--- config.mk ---
export PLATFORM = sky130hd
export DESIGN_NAME = vsim_status_irq
export DESIGN_NICKNAME = d
export VERILOG_FILES = /design/src/include/vsim_pkg.sv /design/src/rtl/vsim_status_irq.sv /design/src/rtl/vsim_event_latch.sv
export VERILOG_INCLUDE_DIRS = /design/src /design/src/include
export SDC_FILE = /design/constraint.sdc
export NUM_CORES = 1
export LEC_CHECK = 0
export BUFFER_PORTS_ARGS = -buffer_cell sky130_fd_sc_hd__buf_2
export CAP_MARGIN = 20
export CORE_AREA = 2 2 67 69
export DETAILED_ROUTE_END_ITERATION = 10
export DIE_AREA = 0 0 69 71
export GPL_ROUTABILITY_DRIVEN = 0
export PLACE_DENSITY_LB_ADDON = 0.1
export SYNTH_ARGS = -nofsm -noshare
export SYNTH_HDL_FRONTEND = slang
export SYNTH_HIERARCHICAL = 1
export SYNTH_SLANG_ARGS = --single-unit
--- constraint.sdc ---
create_clock -name clock -period 1.34 [get_ports clock]
set_clock_uncertainty 0.05 [all_clocks]
set_input_delay 0.134 -clock clock [delete_from_list [all_inputs] [get_ports clock]]
set_output_delay 0.134 -clock clock [all_outputs]
set_load 0.1 [all_outputs]
--- src/include/vsim_map.svh ---
// offsets, field positions and reset values of the video status and interrupt mask block
// assumes a byte-wide sub-address register port driven by the serial control interface
`ifndef VSIM_MAP_SVH
`define VSIM_MAP_SVH
`define VSIM_ADDR_INFMT 8'h01
`define VSIM_ADDR_STATUS 8'h0e
`define VSIM_ADDR_MASK 8'h0f
`define VSIM_ADDR_ISTAT 8'h10
`define VSIM_INFMT_AUTODET 4
`define VSIM_ST_PRESENT 4
`define VSIM_ST_CP_HI 3
`define VSIM_ST_CP_LO 1
`define VSIM_ST_STDOK 0
`define VSIM_IRQ_GENLOCK 7
`define VSIM_IRQ_SIGLOSS 6
`define VSIM_IRQ_CAPTION 5
`define VSIM_IRQ_WSS 4
`define VSIM_IRQ_TELETEXT 3
`define VSIM_IRQ_CPCHG 2
`define VSIM_IRQ_STDOK 1
`define VSIM_IRQ_FIELD 0
`define VSIM_MASK_RESET 8'h00
`define VSIM_INFMT_RESET 8'h00
`define VSIM_ISTAT_RESET 8'h00
`define VSIM_CP_RESET 3'h0
`define VSIM_ZERO8 8'h00
`endif

--- src/include/vsim_pkg.sv ---
// types shared by the video status and interrupt mask block
// assumes nothing beyond a SystemVerilog compiler
package vsim_pkg;
    typedef logic [7:0] vsim_byte_t;
    typedef logic [2:0] vsim_cp_t;
    typedef enum logic [2:0] {
        VSIM_CP_NONE = 3'b000,
        VSIM_CP_PULSE_ONLY = 3'b001,
        VSIM_CP_PULSE_2L = 3'b010,
        VSIM_CP_PULSE_4L = 3'b011,
        VSIM_CP_RSV4 = 3'b100,
        VSIM_CP_RSV5 = 3'b101,
        VSIM_CP_STRIPE_2L = 3'b110,
        VSIM_CP_STRIPE_4L = 3'b111
    } vsim_cp_class_t;
endpackage

--- src/rtl/vsim_status_irq.sv ---
// video status report, interrupt mask and pending bits on a sub-address register port
// assumes the serial control interface decodes transfers into one-cycle read and write strobes
// Notes on behaviour
// RULE1 - status bit 4 is read-only, one while input video is present.
// RULE2 - status bits 3..1 read-only copy-protection class; writes ignored.
// RULE3 - status bit 0 read-only, one once video standard is determined.
// RULE4 - standard-determined flag works only with auto-detect enabled in input format bit 4.
// RULE5 - mask bit 7 enables interrupt on genlock loss.
// RULE6 - mask bit 6 enables interrupt on input signal loss.
// RULE7 - mask bit 5 enables interrupt on new caption data; resets to zero.
// RULE8 - mask bit 4 enables interrupt on new WSS data; resets to zero.
// RULE9 - mask bit 3 enables interrupt on teletext detected; resets to zero.
// RULE10 - mask bit 2 enables interrupt when copy-protection class changes.
// RULE11 - mask bit 1 enables interrupt on successful standard detection; resets zero.
// RULE12 - mask bit 0 enables interrupt at each new field; resets to zero.
// RULE13 - each source latches pending until host writes one to it.
// RULE14 - interrupt output active while any pending bit is unmasked.
`timescale 1ns/10ps
`include "vsim_map.svh"
module vsim_status_irq
    import vsim_pkg::*;
(
    // clock and reset
    input wire logic clock,
    input wire logic resetn,
    // register port
    input wire vsim_byte_t regAddr,
    input wire vsim_byte_t regWrData,
    input wire logic regWrite,
    input wire logic regRead,
    output vsim_byte_t regRdData,
    // video condition inputs
    input wire logic videoPresent,
    input wire vsim_cp_t copyProtectionClass,
    input wire logic standardFound,
    input wire logic genlockLocked,
    // event inputs
    input wire logic captionDataNew,
    input wire logic wssDataNew,
    input wire logic teletextSeen,
    input wire logic fieldStart,
    // outputs
    output logic autoDetectEnable,
    output logic irqRequest
);
    logic rstMeta_q;
    logic rstSyncN;
    always_ff @(posedge clock or negedge resetn) begin
        if (!resetn) begin
            rstMeta_q <= 1'b0;
            rstSyncN <= 1'b0;
        end else begin
            rstMeta_q <= 1'b1;
            rstSyncN <= rstMeta_q;
        end
    end

    vsim_byte_t mask_q;
    vsim_byte_t mask_d;
    vsim_byte_t infmt_q;
    vsim_byte_t infmt_d;
    vsim_byte_t rdData_q;
    vsim_byte_t rdData_d;
    vsim_cp_t cpPrev_q;
    vsim_cp_t cpPrev_d;
    logic present_q;
    logic present_d;
    logic locked_q;
    logic locked_d;
    logic stdOk_q;
    logic stdOk_d;
    // first cycle after reset has no previous class to compare against
    logic armed_q;
    logic armed_d;
    vsim_byte_t statusByte;
    vsim_byte_t events;
    vsim_byte_t clearBits;
    vsim_byte_t pending;
    logic stdQualified;

    // RULE4 gate on auto-detect
    assign stdQualified = standardFound & infmt_q[`VSIM_INFMT_AUTODET];
    assign autoDetectEnable = infmt_q[`VSIM_INFMT_AUTODET];

    // RULE1 RULE2 RULE3 status image, writes never reach it
    always_comb begin
        statusByte = `VSIM_ZERO8;
        statusByte[`VSIM_ST_PRESENT] = videoPresent;
        statusByte[`VSIM_ST_CP_HI:`VSIM_ST_CP_LO] = copyProtectionClass;
        statusByte[`VSIM_ST_STDOK] = stdQualified;
    end

    // source event detection
    always_comb begin
        present_d = videoPresent;
        locked_d = genlockLocked;
        stdOk_d = stdQualified;
        cpPrev_d = copyProtectionClass;
        armed_d = 1'b1;
        events = `VSIM_ZERO8;
        // RULE5 genlock loss edge
        events[`VSIM_IRQ_GENLOCK] = locked_q & ~genlockLocked;
        // RULE6 signal loss edge
        events[`VSIM_IRQ_SIGLOSS] = present_q & ~videoPresent;
        // RULE7 caption event
        events[`VSIM_IRQ_CAPTION] = captionDataNew;
        // RULE8 wss event
        events[`VSIM_IRQ_WSS] = wssDataNew;
        // RULE9 teletext event
        events[`VSIM_IRQ_TELETEXT] = teletextSeen;
        // RULE10 class change, held off until a previous class was captured
        events[`VSIM_IRQ_CPCHG] = armed_q & (cpPrev_q != copyProtectionClass);
        // RULE11 detection success edge
        events[`VSIM_IRQ_STDOK] = ~stdOk_q & stdQualified;
        // RULE12 field start
        events[`VSIM_IRQ_FIELD] = fieldStart;
    end

    // register writes and reads
    always_comb begin
        mask_d = mask_q;
        infmt_d = infmt_q;
        clearBits = `VSIM_ZERO8;
        rdData_d = rdData_q;
        if (regWrite) begin
            unique case (regAddr)
                `VSIM_ADDR_MASK: mask_d = regWrData;
                `VSIM_ADDR_INFMT: infmt_d = regWrData;
                // RULE13 write one clears
                `VSIM_ADDR_ISTAT: clearBits = regWrData;
                default: ;
            endcase
        end
        if (regRead) begin
            unique case (regAddr)
                `VSIM_ADDR_STATUS: rdData_d = statusByte;
                `VSIM_ADDR_MASK: rdData_d = mask_q;
                `VSIM_ADDR_INFMT: rdData_d = infmt_q;
                `VSIM_ADDR_ISTAT: rdData_d = pending;
                default: rdData_d = `VSIM_ZERO8;
            endcase
        end
    end

    always_ff @(posedge clock or negedge rstSyncN) begin
        if (!rstSyncN) begin
            mask_q <= `VSIM_MASK_RESET;
            infmt_q <= `VSIM_INFMT_RESET;
            rdData_q <= `VSIM_ZERO8;
            cpPrev_q <= `VSIM_CP_RESET;
            present_q <= 1'b0;
            locked_q <= 1'b0;
            stdOk_q <= 1'b0;
            armed_q <= 1'b0;
        end else begin
            mask_q <= mask_d;
            infmt_q <= infmt_d;
            rdData_q <= rdData_d;
            cpPrev_q <= cpPrev_d;
            present_q <= present_d;
            locked_q <= locked_d;
            stdOk_q <= stdOk_d;
            armed_q <= armed_d;
        end
    end

    vsim_event_latch u_latch (
        .clock(clock),
        .rstSyncN(rstSyncN),
        .eventPulse(events),
        .clearBits(clearBits),
        .pending(pending)
    );

    assign regRdData = rdData_q;
    // RULE14 masked request
    assign irqRequest = |(pending & mask_q);
endmodule

--- src/rtl/vsim_event_latch.sv ---
// sticky pending bits, one per interrupt source, cleared by writing one
// assumes event pulses and clear strobes synchronous to clock
`timescale 1ns/10ps
`include "vsim_map.svh"
module vsim_event_latch
    import vsim_pkg::*;
(
    // clock and reset
    input wire logic clock,
    input wire logic rstSyncN,
    // events and clears
    input wire vsim_byte_t eventPulse,
    input wire vsim_byte_t clearBits,
    // state
    output vsim_byte_t pending
);
    vsim_byte_t pending_q;
    vsim_byte_t pending_d;

    // RULE13 set beats clear
    always_comb begin
        pending_d = (pending_q & ~clearBits) | eventPulse;
    end

    always_ff @(posedge clock or negedge rstSyncN) begin
        if (!rstSyncN) begin
            pending_q <= `VSIM_ISTAT_RESET;
        end else begin
            pending_q <= pending_d;
        end
    end

    assign pending = pending_q;
endmodule

==> impl_metrics.py <==
metrics = {
    "status": {
        "status": "finished, violations left",
        "violations": "negative setup slack",
    },
    "cts": {
        "htree_levels": 2,
        "worstSkewPairLatency_ns": 0.29,
        "cts_tree": "yes",
        "root_buffer": "clkbuf_8",
        "clockBufferDepth": 2,
        "path_clk_slew_ns": 0.08,
        "numCtsBuffers": 5,
        "cts_sinks": 41,
    },
    "die": {
        "rows": 24,
        "start_util": 0.4542,
        "die_w_um": 69,
        "io_pins": 40,
        "die_area_um2": 4899,
        "core_um2": 4204,
        "die_h_um": 71,
    },
    "worst_hold_path": {
        "min_path_cells": 2,
        "min_from": "regWrData[5]",
        "min_to": "infmt_q[5]",
        "hp-class": "input pin to flop",
    },
    "synthesis": {
        "seq_area_frac_synth": 0.5374,
        "syn_area_um2": 1909,
        "synth-seq-cells": 41,
        "synthArstFlopShare": 1.000,
        "synth_warnings": 6,
        "synth_cell_types": 31,
        "syn-mean-instance-area_um2": 12.32,
        "syn_inst": 155,
        "synth_enable_flop_cells": 0,
        "synthFlopType": "dfrtp_1",
    },
    "final_layout": {
        "fillers": 341,
        "num-nets-final": 261,
        "finish.utilization": 0.6327,
        "syn2layout_area_growth_pct": 39.32,
        "drive_above_1_share": 0.4655,
        "mostFrequentLayoutCells": "40 x dfrtp_1, 37 x buf_2, 23 x buf_4",
        "final_common_cell": "dfrtp_1",
        "final_area_um2": 2660,
        "diodes": 0,
    },
    "global_route": {
        "antenna_found_initial": 0,
        "grt_pass1_wl_um": 7693,
        "grt_pass1_vias": 1571,
        "grt_remaining_overflow": 0,
        "grt.total_usage": 0.2035,
        "grt_max_degree": 40,
    },
    "worst_setup_path": {
        "max_stage_delay_ns": 0.39,
        "r2r_setup_slack_ns": 0.12,
        "critical_path.max_fanout": 2,
        "cp.required_ns": 1.16,
        "start_kind": "flop",
        "r2r.worst_path.cells": 4,
        "cp_data_arrival_time_ns": 1.29,
        "r2r_start": "u_latch/pending[6]",
        "slowest_stage": "dfrtp_1",
        "r2r_end": "regRdData[6]",
        "crit_chain": "a22oi_2, nand4_1, buf_8",
        "cp-end-kind": "primary output",
        "critPathKind": "flop to primary output",
    },
    "placed_design": {
        "postPlaceCellArea_um2": 2409,
        "hpwl_um": 3365,
        "place_ws_ns": -0.3019,
        "io_buffer_count": 39,
    },
    "routing": {
        "wl_um": 4590,
        "drc": 0,
        "wl_per_cell_um": 16.16,
        "postRouteAntennaNets": 0,
        "vias": 1466,
        "first_pass_iters": 4,
        "drtIter0Drc": 55,
        "post_drt_via_cell_ratio": 5.162,
    },
    "timing": {
        "setup_viol": 1,
        "hold_viol_final": 0,
        "rsz0062_at_grt": "yes",
        "max_freq_mhz": 679.2,
        "slew_violations": 0,
        "min_period_ns": 1.472,
        "setup_slack_ns": -0.1324,
        "post-route-period-util": 1.099,
    },
    "pwr": {
        "leakagePower_nw": 1.199,
        "peakVddDrop_mv": 0.8570,
        "p_per_area_nw_per_um2": 939.2,
    },
    "run": {
        "max_cap_violations": 0,
    },
}
==> registers in the layout, indices dropped and copies added (netlist names) <==
register	count
infmt_q	8
mask_q	8
regRdData	8
u_latch/pending	8
cpPrev_q	3
armed_q	1
locked_q	1
present_q	1
rstMeta_q	1
rstSyncN	1
stdOk_q	1
==> logic make-up after synthesis <==
| group | share of synthesized area |
|---|---|
| compound gates | 0.1900 |
| buf+inv | 0.04980 |
| other cells | 0.001964 |
| mux | 0.1153 |
| simple gates | 0.09174 |
| xor+xnor | 0.01376 |
| flops | 0.5374 |
==> cell type report <==
cell class	instances	area [um2]	area share
Clock buffer	8	80.08	0.03010
Inverter	17	63.81	0.02399
Multi-Input combinational cell	92	899.6	0.3382
Sequential cell	41	1027	0.3862
Tap cell	52	65.06	0.02446
Timing Repair Buffer	74	524.3	0.1971
==> layer usage <==
metal	global-route usage	share of wire
met1	0.2612	0.45
met2	0.3291	0.49
met3	0.05698	0.050
met4	0.08061	0.016
met5	0	0
==> worst max-delay path: cells and delay by family, from the launching register on <==
kind | cells | cell delay (ns)
flops | 1 | 0.39
buf+inv | 1 | 0.22
compound gates | 1 | 0.21
simple gates | 1 | 0.18
==> worst max path at each step <==
stage | from | endpoint | slack [ns] | cells past startpoint
2_1_floorplan | mask_q[3] | irqRequest | -0.31 | 2
3_3_place_gp | regAddr[1] | regRdData[0] | -0.27 | 5
3_5_place_dp | regAddr[1] | regRdData[0] | -0.30 | 5
4_1_cts | u_latch/pending[6] | irqRequest | -0.14 | 3
5_1_grt | u_latch/pending[3] | irqRequest | -0.19 | 3
6_report | u_latch/pending[6] | irqRequest | -0.13 | 3
==> Yosys cell counts (2+ instances only) <==
cell type | count | area [um2]
mux2_2 | 16 | 180.2
o21ai_0 | 2 | 10.01
nand2_1 | 3 | 11.26
o22ai_2 | 8 | 100.1
a21o_1 | 8 | 60.06
o22a_1 | 4 | 35.03
nand4_1 | 2 | 12.51
clkbuf_1 | 3 | 11.26
nor2_1 | 2 | 7.510
a32oi_1 | 3 | 26.28
dfrtp_1 | 41 | 1026
nor2b_1 | 4 | 25.02
a22oi_1 | 9 | 67.56
xor2_1 | 3 | 26.28
a22o_1 | 4 | 35.03
and2_1 | 9 | 56.30
mux2i_1 | 4 | 40.04
inv_1 | 17 | 63.81
==> where the power goes <==
part / total, mW / switching, mW / internal (mW)
clock network: 0.776 / 0.405 / 0.370
registers: 1.32 / 0.0326 / 1.28
logic: 0.406 / 0.215 / 0.191
total: 2.50 / 0.653 / 1.85
==> repair_timing <==
action,CTS,global route
setup buffers,4,1
endpoints found under the hold margin,11,0
endpoints found under the setup margin,1,12
hold buffers,10,0
pin swaps,2,3
resized for setup,5,6
==> metrics by stage <==
stage	hold WS, ns	cells	total power, mW	TNS (ns)
after floorplan	-0.2116	156	1.543	-3.396
after global placement	-0.1321	261	1.682	-7.044
after detailed placement	-0.1294	261	1.691	-7.664
after CTS	0.04215	283	2.510	-0.1363
after global routing	0.04699	284	2.600	-0.2365
final	0.04662	284	2.498	-0.1324
Note: power is estimated with default switching activity, not from simulation.
